--- src/common/devctl_pkg.sv ---
`default_nettype none
package devctl_pkg;
  // Bus geometry
  localparam int unsigned ADR_W = 12;
  localparam int unsigned N_ERR = 4;
  // Register byte addresses
  localparam logic [11:0] DEVCTL_OFF = 12'h0c8;
  localparam logic [11:0] IRQ_STS_OFF = 12'h100;
  localparam logic [11:0] IRQ_CLR_OFF = 12'h104;
  localparam logic [11:0] IRQ_EN_OFF = 12'h108;
  // Control field positions (low half of the word)
  localparam int unsigned ERR_EN_LSB = 0;
  localparam int unsigned RELAX_ORD_BIT = 4;
  localparam int unsigned MPS_LSB = 5;
  localparam int unsigned EXT_TAG_BIT = 8;
  localparam int unsigned PHANTOM_BIT = 9;
  localparam int unsigned AUX_PM_BIT = 10;
  localparam int unsigned NO_SNOOP_BIT = 11;
  localparam int unsigned MRRS_LSB = 12;
  // Status field positions (high half of the word)
  localparam int unsigned ERR_DET_LSB = 16;
  localparam int unsigned AUX_DET_BIT = 20;
  localparam int unsigned TRANS_PEND_BIT = 21;
  // Reset and fixed values
  localparam logic [3:0] ERR_EN_RST = 4'h0;
  localparam logic [2:0] MPS_RST = 3'h0;
  localparam logic [2:0] MRRS_FIXED = 3'h0;
  localparam logic AUX_PM_RST = 1'b0;
  localparam logic AUX_DET_RST = 1'b1;
  localparam logic TRANS_PEND_FIXED = 1'b0;
  localparam logic [3:0] IRQ_EN_RST = 4'h0;
  // Supported payload limit per strap level
  localparam logic [2:0] MPS_SUP_STRAP0 = 3'h1;
  localparam logic [2:0] MPS_SUP_STRAP1 = 3'h2;
endpackage : devctl_pkg
`default_nettype wire

--- src/common/err_flags_if.sv ---
`default_nettype none
interface err_flags_if;
  logic [3:0] evt;
  logic [3:0] dev_clr;
  logic [3:0] irq_clr;
  logic [3:0] dev_sts;
  logic [3:0] irq_sts;
  modport capture (input evt, input dev_clr, input irq_clr, output dev_sts, output irq_sts);
  modport owner (output evt, output dev_clr, output irq_clr, input dev_sts, input irq_sts);
endinterface : err_flags_if
`default_nettype wire

--- src/design/err_flag_capture.sv ---
`default_nettype none
module err_flag_capture (
  input wire logic clk_i,
  input wire logic rst_i,
  err_flags_if.capture flags
);
  typedef struct packed {
    logic [3:0] dev_sts;
    logic [3:0] irq_sts;
  } cap_state_s;

  cap_state_s st_r;
  cap_state_s st_nxt;

  // Sticky flags: a detection in the same cycle as a clear keeps the flag set
  always_comb
  begin
    st_nxt = st_r;
    for (int k = 0; k < 4; k++)
    begin
      st_nxt.dev_sts[k] = flags.evt[k] | (st_r.dev_sts[k] & ~flags.dev_clr[k]);
      st_nxt.irq_sts[k] = flags.evt[k] | (st_r.irq_sts[k] & ~flags.irq_clr[k]);
    end
  end

  // State register
  always_ff @(posedge clk_i)
  begin
    if (rst_i)
    begin
      st_r <= '0;
    end
    else
    begin
      st_r <= st_nxt;
    end
  end

  // Flag outputs
  assign flags.dev_sts = st_r.dev_sts;
  assign flags.irq_sts = st_r.irq_sts;
endmodule : err_flag_capture
`default_nettype wire

--- src/design/switch_port_device_ctrl_status.sv ---
// Notes on behaviour
// - Four error reporting enables, bits 0-3, reset 0
// - Relaxed ordering bit 4 reads zero always
// - Payload limit bits 7:5, reset 0, clamped
// - Extended tag and phantom bits read zero
// - Aux power permit bit 10, writable, resets 0
// - No-snoop bit 11 reads zero always
// - Read request size bits 14:12 fixed zero
// - Error detected bits set on event, write-one-clear
// - Aux power detected bit 20, read-only, reset 1
// - Transactions pending bit 21 fixed zero
// - Supported payload limit follows strap: 1 or 2
//
// Chosen here: the Wishbone interface to the registers.
`default_nettype none
module switch_port_device_ctrl_status (
  input wire logic clk_i,
  input wire logic rst_i,
  input wire logic wb_cyc_i,
  input wire logic wb_stb_i,
  input wire logic wb_we_i,
  input wire logic [11:0] wb_adr_i,
  input wire logic [3:0] wb_sel_i,
  input wire logic [31:0] wb_dat_i,
  output logic [31:0] wb_dat_o,
  output logic wb_ack_o,
  input wire logic [3:0] err_event_i,
  input wire logic payload_strap_i,
  input wire logic aux_power_detect_i,
  output logic [3:0] err_report_en_o,
  output logic [2:0] max_payload_o,
  output logic aux_power_pm_permit_o,
  output logic irq_o
);
  typedef struct packed {
    logic ack;
    logic [31:0] dat;
    logic [3:0] err_en;
    logic [2:0] mps;
    logic aux_pm;
    logic aux_det;
    logic [2:0] mps_sup;
    logic [3:0] irq_en;
    logic irq;
  } ctl_state_s;

  ctl_state_s st_r;
  ctl_state_s st_nxt;
  err_flags_if flags ();

  logic req;
  logic wr;
  logic hit_dev;
  logic hit_ists;
  logic hit_iclr;
  logic hit_ien;
  logic [31:0] dev_word;
  logic [2:0] mps_wr;

  // Bus request decode: one access per handshake, ack drops the cycle after
  assign req = wb_cyc_i & wb_stb_i & ~st_r.ack;
  assign wr = req & wb_we_i;
  assign hit_dev = (wb_adr_i[11:2] == devctl_pkg::DEVCTL_OFF[11:2]);
  assign hit_ists = (wb_adr_i[11:2] == devctl_pkg::IRQ_STS_OFF[11:2]);
  assign hit_iclr = (wb_adr_i[11:2] == devctl_pkg::IRQ_CLR_OFF[11:2]);
  assign hit_ien = (wb_adr_i[11:2] == devctl_pkg::IRQ_EN_OFF[11:2]);

  // Payload write value clamped to the supported limit
  assign mps_wr = (wb_dat_i[7:5] > st_r.mps_sup) ? st_r.mps_sup : wb_dat_i[7:5];

  // Clear strobes towards the sticky flags; zero bits leave flags alone
  assign flags.evt = err_event_i;
  assign flags.dev_clr = (wr & hit_dev & wb_sel_i[2]) ? wb_dat_i[19:16] : 4'h0;
  assign flags.irq_clr = (wr & hit_iclr & wb_sel_i[0]) ? wb_dat_i[3:0] : 4'h0;

  // Combined control and status word; fixed and reserved bits read zero
  always_comb
  begin
    dev_word = 32'h0000_0000;
    dev_word[devctl_pkg::ERR_EN_LSB +: 4] = st_r.err_en;
    dev_word[devctl_pkg::RELAX_ORD_BIT] = 1'b0;
    dev_word[devctl_pkg::MPS_LSB +: 3] = st_r.mps;
    dev_word[devctl_pkg::EXT_TAG_BIT] = 1'b0;
    dev_word[devctl_pkg::PHANTOM_BIT] = 1'b0;
    dev_word[devctl_pkg::AUX_PM_BIT] = st_r.aux_pm;
    dev_word[devctl_pkg::NO_SNOOP_BIT] = 1'b0;
    dev_word[devctl_pkg::MRRS_LSB +: 3] = devctl_pkg::MRRS_FIXED;
    dev_word[devctl_pkg::ERR_DET_LSB +: 4] = flags.dev_sts;
    dev_word[devctl_pkg::AUX_DET_BIT] = st_r.aux_det;
    dev_word[devctl_pkg::TRANS_PEND_BIT] = devctl_pkg::TRANS_PEND_FIXED;
  end

  // Next state: bus slave, control fields, interrupt
  always_comb
  begin
    st_nxt = st_r;
    st_nxt.ack = req;
    st_nxt.dat = 32'h0000_0000;
    st_nxt.mps_sup = payload_strap_i ? devctl_pkg::MPS_SUP_STRAP1
                                     : devctl_pkg::MPS_SUP_STRAP0;
    st_nxt.aux_det = aux_power_detect_i;
    if (req & ~wb_we_i)
    begin
      if (hit_dev)
      begin
        st_nxt.dat = dev_word;
      end
      else if (hit_ists)
      begin
        st_nxt.dat = {28'h0000000, flags.irq_sts};
      end
      else if (hit_ien)
      begin
        st_nxt.dat = {28'h0000000, st_r.irq_en};
      end
    end
    if (wr & hit_dev & wb_sel_i[0])
    begin
      st_nxt.err_en = wb_dat_i[3:0];
      st_nxt.mps = mps_wr;
    end
    if (wr & hit_dev & wb_sel_i[1])
    begin
      st_nxt.aux_pm = wb_dat_i[devctl_pkg::AUX_PM_BIT];
    end
    if (wr & hit_ien & wb_sel_i[0])
    begin
      st_nxt.irq_en = wb_dat_i[3:0];
    end
    st_nxt.irq = |(flags.irq_sts & st_r.irq_en);
  end

  // State register
  always_ff @(posedge clk_i)
  begin
    if (rst_i)
    begin
      st_r.ack <= 1'b0;
      st_r.dat <= 32'h0000_0000;
      st_r.err_en <= devctl_pkg::ERR_EN_RST;
      st_r.mps <= devctl_pkg::MPS_RST;
      st_r.aux_pm <= devctl_pkg::AUX_PM_RST;
      st_r.aux_det <= devctl_pkg::AUX_DET_RST;
      st_r.mps_sup <= devctl_pkg::MPS_SUP_STRAP0;
      st_r.irq_en <= devctl_pkg::IRQ_EN_RST;
      st_r.irq <= 1'b0;
    end
    else
    begin
      st_r <= st_nxt;
    end
  end

  // Sticky error flags
  err_flag_capture u_capture (
    .clk_i(clk_i),
    .rst_i(rst_i),
    .flags(flags.capture)
  );

  // Outputs straight from flops
  assign wb_ack_o = st_r.ack;
  assign wb_dat_o = st_r.dat;
  assign err_report_en_o = st_r.err_en;
  assign max_payload_o = st_r.mps;
  assign aux_power_pm_permit_o = st_r.aux_pm;
  assign irq_o = st_r.irq;

  // Ack is a single-cycle pulse
  a_ack_single_pulse: assert property (@(posedge clk_i) disable iff (rst_i)
    wb_ack_o |=> !wb_ack_o)
    else $error("ack held longer than one cycle");

  // Every request is answered on the next edge
  a_ack_after_req: assert property (@(posedge clk_i) disable iff (rst_i)
    (wb_cyc_i && wb_stb_i && !wb_ack_o) |=> wb_ack_o)
    else $error("request not answered next cycle");

  // Read data stay zero outside the ack cycle
  a_ack_data_zero: assert property (@(posedge clk_i) disable iff (rst_i)
    !wb_ack_o |-> (wb_dat_o == 32'h0000_0000))
    else $error("read data nonzero without ack");

  // A write answer carries no data
  a_write_no_data: assert property (@(posedge clk_i) disable iff (rst_i)
    (wb_ack_o && $past(wb_we_i)) |-> (wb_dat_o == 32'h0000_0000))
    else $error("write answered with data");

  // Enables take the written low nibble
  a_enable_write: assert property (@(posedge clk_i) disable iff (rst_i)
    (wr && hit_dev && wb_sel_i[0]) |=> (err_report_en_o == $past(wb_dat_i[3:0])))
    else $error("reporting enables not written");

  // Enables move only on a low-byte write
  a_enable_hold: assert property (@(posedge clk_i) disable iff (rst_i)
    !(wr && hit_dev && wb_sel_i[0]) |=> $stable(err_report_en_o))
    else $error("reporting enables changed without a write");

  // Reset clears the enables and the interrupt
  a_enable_reset: assert property (@(posedge clk_i)
    rst_i |=> (err_report_en_o == devctl_pkg::ERR_EN_RST && !irq_o))
    else $error("reporting enables not reset");

  // Hardwired requester controls read zero
  a_fixed_bits_zero: assert property (@(posedge clk_i) disable iff (rst_i)
    (wb_ack_o && $past(hit_dev && !wb_we_i)) |->
      (wb_dat_o[4] == 1'b0 && wb_dat_o[9:8] == 2'b00 && wb_dat_o[15:11] == 5'h00))
    else $error("hardwired control bit read nonzero");

  // Pending flag and reserved status bits read zero
  a_status_fixed: assert property (@(posedge clk_i) disable iff (rst_i)
    (wb_ack_o && $past(hit_dev && !wb_we_i)) |-> (wb_dat_o[31:21] == 11'h000))
    else $error("reserved or pending status bit nonzero");

  // Unmapped and write-only addresses read zero
  a_unmapped_read: assert property (@(posedge clk_i) disable iff (rst_i)
    (wb_ack_o && !$past(hit_dev || hit_ists || hit_ien)) |-> (wb_dat_o == 32'h0000_0000))
    else $error("unmapped address read nonzero");

  // Oversized payload values store the supported limit
  a_payload_clamp: assert property (@(posedge clk_i) disable iff (rst_i)
    (wr && hit_dev && wb_sel_i[0] && wb_dat_i[7:5] > st_r.mps_sup) |=>
      (max_payload_o == $past(st_r.mps_sup)))
    else $error("payload limit not clamped");

  // Legal payload values are stored unchanged
  a_payload_pass: assert property (@(posedge clk_i) disable iff (rst_i)
    (wr && hit_dev && wb_sel_i[0] && wb_dat_i[7:5] <= st_r.mps_sup) |=>
      (max_payload_o == $past(wb_dat_i[7:5])))
    else $error("legal payload value not stored");

  // Payload field moves only on a low-byte write
  a_payload_hold: assert property (@(posedge clk_i) disable iff (rst_i)
    !(wr && hit_dev && wb_sel_i[0]) |=> $stable(max_payload_o))
    else $error("payload limit changed without a write");

  // Strap high selects the larger supported limit
  a_strap_limit: assert property (@(posedge clk_i) disable iff (rst_i)
    payload_strap_i |=> (st_r.mps_sup == devctl_pkg::MPS_SUP_STRAP1))
    else $error("supported limit does not follow strap");

  // Strap low selects the smaller supported limit
  a_strap_low: assert property (@(posedge clk_i) disable iff (rst_i)
    !payload_strap_i |=> (st_r.mps_sup == devctl_pkg::MPS_SUP_STRAP0))
    else $error("supported limit does not follow low strap");

  // Permit bit takes bit 10 of a second-byte write
  a_permit_write: assert property (@(posedge clk_i) disable iff (rst_i)
    (wr && hit_dev && wb_sel_i[1]) |=>
      (aux_power_pm_permit_o == $past(wb_dat_i[devctl_pkg::AUX_PM_BIT])))
    else $error("aux power permit not written");

  // Permit bit is sticky between writes
  a_permit_hold: assert property (@(posedge clk_i) disable iff (rst_i)
    !(wr && hit_dev && wb_sel_i[1]) |=> $stable(aux_power_pm_permit_o))
    else $error("aux power permit changed without a write");

  // Reset clears permit and payload field
  a_aux_perm_reset: assert property (@(posedge clk_i)
    rst_i |=> (aux_power_pm_permit_o == 1'b0 && max_payload_o == 3'h0))
    else $error("control fields not reset");

  // Aux power detected reads one out of reset
  a_aux_det_reset: assert property (@(posedge clk_i)
    rst_i |=> (st_r.aux_det == 1'b1))
    else $error("aux power detected not reset to one");

  // Aux power detected tracks its input one cycle late
  a_det_follows: assert property (@(posedge clk_i) disable iff (rst_i)
    1'b1 |=> (st_r.aux_det == $past(aux_power_detect_i)))
    else $error("aux power detected does not follow input");

  // Word read shows the registered detect bit
  a_read_aux_bit: assert property (@(posedge clk_i) disable iff (rst_i)
    (wb_ack_o && $past(hit_dev && !wb_we_i)) |-> (wb_dat_o[20] == $past(st_r.aux_det)))
    else $error("aux power detected misread");

  // A fatal error sets its flag and keeps it
  a_error_sets: assert property (@(posedge clk_i) disable iff (rst_i)
    err_event_i[2] |=> flags.dev_sts[2] [*1] ##1 (flags.dev_sts[2] || $past(flags.dev_clr[2])))
    else $error("fatal error flag not held");

  // Writing one clears a flag with no new event
  a_err_clear: assert property (@(posedge clk_i) disable iff (rst_i)
    (flags.dev_sts[2] && flags.dev_clr[2] && !flags.evt[2]) |=> !flags.dev_sts[2])
    else $error("fatal error flag not cleared");

  // Event and clear in one cycle leave the flag set
  a_set_wins: assert property (@(posedge clk_i) disable iff (rst_i)
    (flags.evt[1] && flags.dev_clr[1]) |=> flags.dev_sts[1])
    else $error("clear won over a new event");

  // Word read shows the detected-error flags
  a_read_status_bits: assert property (@(posedge clk_i) disable iff (rst_i)
    (wb_ack_o && $past(hit_dev && !wb_we_i)) |-> (wb_dat_o[19:16] == $past(flags.dev_sts)))
    else $error("error flags misread");

  // Writing zero leaves a status flag alone
  a_zero_keeps: assert property (@(posedge clk_i) disable iff (rst_i)
    (flags.dev_sts[0] && flags.dev_clr[0] == 1'b0) |=> flags.dev_sts[0])
    else $error("flag lost without a one written");

  // Interrupt flag survives without a one written
  a_irq_flag_keeps: assert property (@(posedge clk_i) disable iff (rst_i)
    (flags.irq_sts[3] && !flags.irq_clr[3]) |=> flags.irq_sts[3])
    else $error("interrupt flag lost without a one written");

  // Reset clears every sticky flag
  a_flags_reset: assert property (@(posedge clk_i)
    rst_i |=> (flags.dev_sts == 4'h0 && flags.irq_sts == 4'h0))
    else $error("sticky flags not reset");

  // Enabled flag raises the interrupt next cycle
  a_irq_follows: assert property (@(posedge clk_i) disable iff (rst_i)
    (|(flags.irq_sts & st_r.irq_en)) |=> irq_o)
    else $error("interrupt not raised for enabled flag");

  // No enabled flag drops the interrupt next cycle
  a_irq_low: assert property (@(posedge clk_i) disable iff (rst_i)
    !(|(flags.irq_sts & st_r.irq_en)) |=> !irq_o)
    else $error("interrupt high without an enabled flag");
endmodule : switch_port_device_ctrl_status
`default_nettype wire

--- config.mk ---
export PLATFORM = sky130hd
export DESIGN_NAME = switch_port_device_ctrl_status
export DESIGN_NICKNAME = d
export VERILOG_FILES = /design/src/common/devctl_pkg.sv /design/src/common/err_flags_if.sv /design/src/design/err_flag_capture.sv /design/src/design/switch_port_device_ctrl_status.sv
export SDC_FILE = /design/constraint.sdc
export NUM_CORES = 1
export LEC_CHECK = 0
export BUFFER_PORTS_ARGS = -buffer_cell sky130_fd_sc_hd__buf_4
export CAP_MARGIN = 20
export CORE_UTILIZATION = 48
export DETAILED_ROUTE_END_ITERATION = 6
export PLACE_DENSITY_LB_ADDON = 0.1
export SLEW_MARGIN = 20
export SYNTH_ARGS = -nofsm -noshare
export SYNTH_HDL_FRONTEND = slang
export SYNTH_SLANG_ARGS = --single-unit
--- constraint.sdc ---
create_clock -name clk_i -period 3.87 [get_ports clk_i]
set_clock_uncertainty 0.1 [all_clocks]
set_input_delay 0.387 -clock clk_i [delete_from_list [all_inputs] [get_ports clk_i]]
set_output_delay 0.387 -clock clk_i [all_outputs]
set_load 0.05 [all_outputs]
==> qor.yml, run 1 <==
setup_path:
  cp-end-kind: "register"
  cp_slowest_cell: "and4_1"
  cp.arrival_ps: 1730
  worstSetupStartpointType: "register"
  path_cells: "and4b_2 -> and4_1 -> mux2i_1 -> nor2_1"
  rrSetupSlack_ps: 2210
  path_delay_family: "simple AND/OR/NAND/NOR gates"
  cp.required_ps: 3940
  cp_max_fo: 7
  critPathBufInv: 0
  path_class: "reg2reg"
  crit_path_max_incr_delay_ps: 450
timing:
  hold_slack_ps: 188.8
  min_period_over_period_pct: 42.88
  max_slew_margin_pct: 50.25
  max_freq_mhz: 602.7
  period_minus_slack_ps: 1659
  drv_slew: 0
  hold_viol: 0
  setup_viol: 0
  tightest_slew_ps: 735.9
  finalSetupTns_ps: 0
  rsz0062_at_grt: "false"
clock_network:
  cts_resized: 0
  htree_levels: 2
  cts.reportedPaths.clkPinSlew_ps: 70
  clk_path_buf_depth: 2
  cts_tree: "yes"
  clock_latency_ps: 280
  post_cts.repair.setup_buffers: 0
  cts-buffers-inserted: 5
  cts_root_buf: "clkbuf_8"
  cts_sinks: 38
  hold_buffers: 0
drt:
  drt_iter0_drc: 33
  drt_first_pass_iters: 4
  drt_wl_total_mm: 3.522
  wire_per_inst_um: 12.45
  drc_errors: 0
  via_per_inst: 4.855
  ant_nets: 0
  vias: 1374
synthesis:
  synthTopCellsByCount: "buf_4 (40), dfxtp_1 (38), nor2_1 (17)"
  yosysMostFrequentCell: "buf_4"
  ys.flop_type: "dfxtp_1"
  synth_edf_count: 0
  ys_seq_area_share_pct: 40.56
  synthDistinctLibCells: 35
  syn_avg_cell_area_sq_um: 9.521
  yosys_warnings: 0
  syn_inst: 197
  synth_top_area_share_pct: 40.56
  async_flop_share_pct: 0
  synth_area_sq_um: 1876
  ys_top_cells_by_area: "dfxtp_1 (41%), buf_4 (16%), mux2i_1 (5.3%), nor2_1 (3.4%), nand2b_1 (3.3%)"
  synth_top_cell_by_area: "dfxtp_1"
  ys_ff_latch: 38
floorplan:
  die_x_um: 64.51
  ios: 101
  core_area_sq_um: 3716
  die_h_um: 64.51
  initial_core_util_pct: 50.47
  rows: 22
  dieArea_sq_um: 4162
layout:
  multiInputGateArea_sq_um: 817.0
  diodes: 0
  final_cells: 283
  final_nets: 296
  syn2layout_area_growth_pct: 16.34
  utilization_pct: 58.72
  seq_area_sq_um: 760.7
  drive_gt1_share_pct: 34.04
  fillers: 352
global_routing:
  grt_pass1_vias: 1305
  grt_max_degree: 30
  grt_pass1_wl_mm: 5.720
  antenna_found_initial: 0
  overflow: 0
  grt_usage_pct: 18.45
run:
  maxCapViolations: 0
power_and_ir_drop:
  power.total_w: 0.0007636
  leakagePower_nw: 0.9614
  p_per_area_nw_per_um2: 350.0
  peakVddDrop_uv: 151.5
place:
  dp_cells: 276
  port-buffer-count: 58
  hpwlAfterDp_mm: 2.810
  gp_congestion: 0.7844
run_status:
  status: "completed"
hold_path:
  min-delay-path-class: "in2reg"
[registers in the layout (all words and copies together) (netlist names), 3 cells and up]
name and cells:
st_r 6, max_payload_o 3, u_capture.flags.irq_sts 4, wb_dat_o 13
err_report_en_o 4, u_capture.flags.dev_sts 4
[layout make-up]
cell class	count	share of cell area (%)
multi-input cells	124	37.44
clock inverters	2	0.4587
clock buffers	5	3.154
repair buffers	58	19.95
well taps	48	2.752
flip-flops and latches	38	34.86
inverters	8	1.376
[per-layer routing]
metal	global-route usage, %	vias up	share of wire [%]
met1	19.63	630	43
met3	5.282	6	6.9
met2	33.03	54	48
met4	9.167	0	2.1
met5	0	-	0
li1	-	684	-
[stage by stage]
stage	setup slack (ps)	area [sq um]
CTS	2166	2182
detailed placement	1932	2103
finish	2211	2182
global placement	1973	2103
global route	2118	2182
floorplan	2170	1943
[layout by cell type, fill, tap and decap left out, types with 2 or more instances in the layout]
cell       n
inv_1      8
and4_1     2
nor3_1     2
a311oi_2   4
ha_1       2
and2_1     9
nand2_1    8
nor2_1    17
nor3b_1    2
buf_4     58
nand2b_1  10
a22oi_1    6
o21ai_0    5
mux2_2     4
dfxtp_1   38
nand4_1    4
clkbuf_8   5
a21oi_1    6
clkinv_2   2
a211oi_1   2
mux2i_1   10
conb_1    19
[path summary, 6_finish.rpt]
kind,start,endpoint,depth (start not counted)
hold reg to reg,dev_word[20],wb_dat_o[20],1
setup reg to reg,wb_ack_o,err_report_en_o[0],4
hold / removal,aux_power_detect_i,dev_word[20],2
setup / recovery,wb_ack_o,err_report_en_o[0],4
[report_power, final]
part | leakage, nW | total, W | switching (W) | internal [W]
sequential | 0.310 | 0.000404 | 0.00000463 | 0.000399
combinational | 0.608 | 0.000113 | 0.0000728 | 0.0000404
clock | 0.0438 | 0.000247 | 0.000126 | 0.000121
total | 0.961 | 0.000764 | 0.000204 | 0.000560
[logic make-up after synthesis]
group	Yosys count	share of synthesized area, %
buffers and inverters	53	19.48
and+or+nand+nor	65	20.88
muxes	14	7.739
AOI/OAI and AO/OA	24	9.806
other	1	0.1999
adders and majority gates	2	1.334
DFF	38	40.56
Note: power is estimated with default switching activity, not from simulation.
==> run 2: changes to the inputs <==
CORE_UTILIZATION = 44   (was 48)
clock period = 1.6 ns   (was 3.87 ns; I/O delays follow)
==> run 2 against run 1 <==
Maximum frequency rose by 9.0%. Design area rose by 9.5%. Clock-buffer cell count rose by 1. Wire length rose by 1.7%. First-iteration DRC count rose by 21%. Register-to-register slack got worse by 2100 ps. Largest cell class unchanged. Flip-flop and latch count did not move. Non-clock buffer count rose by 13. Highest routed layer unchanged. Setup slack got worse by 2100 ps.
==> qor.yml, run 2 (synthesis results as in run 1) <==
run_status:
  status: "completed"
timing:
  rsz0062_at_grt: "true"
  period_minus_slack_ps: 1522  # -137.6 ps
  drv_slew: 0  # unchanged
  min_period_over_period_pct: 95.11  # +52 points
  setup_viol: 0  # unchanged
  finalSetupTns_ps: 0  # unchanged
  hold_viol: 0  # unchanged
  max_freq_mhz: 657.1  # +9.0%
drt:
  ant_nets: 0  # unchanged
  vias: 1388  # +1.0%
  drt_first_pass_iters: 4  # unchanged
  via_per_inst: 4.642  # -4.4%
  drt_wl_total_mm: 3.581  # +1.7%
  wire_per_inst_um: 11.98  # -3.8%
  drc_errors: 0  # unchanged
  drt_iter0_drc: 40  # +21%
setup_path:
  worstSetupStartpointType: "register"
  cp.required_ps: 1710  # -2230 ps
  timing.rr.end: "st_r[1]"
  reg2reg_from: "wb_ack_o"
  reg2reg_depth: 4  # unchanged
  path_class: "reg2reg"
  critPathBufInv: 0  # unchanged
  crit_path_max_incr_delay_ps: 330  # -120 ps
  path_delay_family: "simple AND/OR/NAND/NOR gates"
  path_cells: "and4b_2 -> nand4_1 -> nor2_4 -> mux2i_1"
  cp-end-kind: "register"
  cp.arrival_ps: 1630  # -100 ps
  cp_slowest_cell: "dfxtp_2"
  rrSetupSlack_ps: 80  # -2130 ps
  cp_max_fo: 5  # -2
global_routing:
  grt_max_degree: 29  # -3.3%
  grt_usage_pct: 16.88  # -1.6 points
  antenna_found_initial: 0  # unchanged
  grt_pass1_wl_mm: 5.727  # +0.12%
  grt_pass1_vias: 1231  # -5.7%
  overflow: 0  # unchanged
power_and_ir_drop:
  p_per_area_nw_per_um2: 945.0  # +170%
  leakagePower_nw: 1.054  # +9.7%
  peakVddDrop_uv: 382.1  # +150%
  power.total_w: 0.002257  # +200%
hold_path:
  hold_end: "wb_ack_o"
  hp-start: "wb_stb_i"
  whs_path_depth: 3  # +1
  min-delay-path-class: "in2reg"
clock_network:
  cts.reportedPaths.clkPinSlew_ps: 70  # about the same
  clk_path_buf_depth: 2  # unchanged
  htree_levels: 2  # unchanged
  cts_sinks: 38  # unchanged
  cts_tree: "yes"
  cts-buffers-inserted: 5  # unchanged
  cts_root_buf: "clkbuf_8"
  clock_latency_ps: 270  # about the same
layout:
  utilization_pct: 58.87  # +0.14 points
  final_nets: 309  # +4.4%
  drive_gt1_share_pct: 36.95  # +2.9 points
  syn2layout_area_growth_pct: 27.35
  diodes: 0  # unchanged
  largest_reg_flops: 13  # unchanged
  final_cell_mix: "buf_4 (65), dfxtp_1 (36), conb_1 (19)"
  mostFrequentLayoutCell: "buf_4"
  final_cells: 299  # +5.7%
floorplan:
  die_h_um: 67.29  # +4.3%
  dieArea_sq_um: 4528  # +8.8%
  initial_core_util_pct: 46.22  # -4.2 points
  ios: 101  # unchanged
  core_area_sq_um: 4058  # +9.2%
  die_x_um: 67.29  # +4.3%
  rows: 23  # +4.5%
place:
  dp_cells: 285  # +3.3%
  port-buffer-count: 58  # unchanged
  hpwlAfterDp_mm: 2.734  # -2.7%
  gp_congestion: 0.7571  # -3.5%
run:
  maxCapViolations: 0  # unchanged
[run 2: cell types whose count changed in the layout (fill, tap and decap cells not counted), sizes merged]
| cell | before | now |
|---|---|---|
| bufinv | 0 | 2 |
| dlygate4sd3 | 0 | 6 |
| buf | 58 | 65 |
| clkbuf | 5 | 6 |
| clkinv | 2 | 0 |
[run 2: cell type report]
cell class | count | area (sq um)
clock buffer | 6 | 82.58
clock inverter | 2 | 60.06
fill | 387 | 1669
inverter | 8 | 30.03
multi-input combinational | 124 | 842.1
sequential | 38 | 763.2
tap | 50 | 62.56
timing repair buffer | 71 | 548.0
[run 2: what timing repair did]
action | CTS | global route
endpoints found under the setup margin | 0 | 6
buffers inserted | 0 | 0
hold buffers | 6 | 0
gates resized for setup | 0 | 4
endpoints found under the hold margin | 7 | 0
[run 2: how the worst max path moves through the flow]
stage               cells after the start  slack, ps           end   startpoint
floorplan                               3         70  wb_dat_o[10]     wb_ack_o
global placement                        4         60       st_r[1]     wb_ack_o
detailed placement                      5         50       st_r[2]  wb_adr_i[9]
CTS                                     4         20       st_r[1]     wb_ack_o
global route                            4        -10       st_r[1]     wb_ack_o
finish                                  4         80       st_r[1]     wb_ack_o
[run 2: worst min-delay path: cells and delay by family]
kind / cells / cell delay (ps)
AND/OR/NAND/NOR: 2 / 110
buffers and inverters: 1 / 110
[run 2: report_power, final]
group	internal (W)	switching, W	total (W)
Combinational	0.000115	0.000184	0.000299
Sequential	0.000965	0.00000998	0.000975
Clock	0.000665	0.000318	0.000983
[run 2: stage by stage]
stage	setup slack (ps)	cell area, sq um	hold slack, ps
floorplan	68.93	1944	154.4
global placement	59.95	2160	250.8
detailed placement	47.52	2160	254.4
CTS	19.47	2362	31.43
global route	-10.64	2389	39.86
finish	78.26	2389	37.19
[run 2: per-layer routing]
layer,GRT usage [%],vias to the layer above,wire [um]
li1,-,712,-
met1,22.22,624,1669
met2,26.50,50,1640
met3,5.068,2,251
met4,4.787,0,20
met5,0,-,0
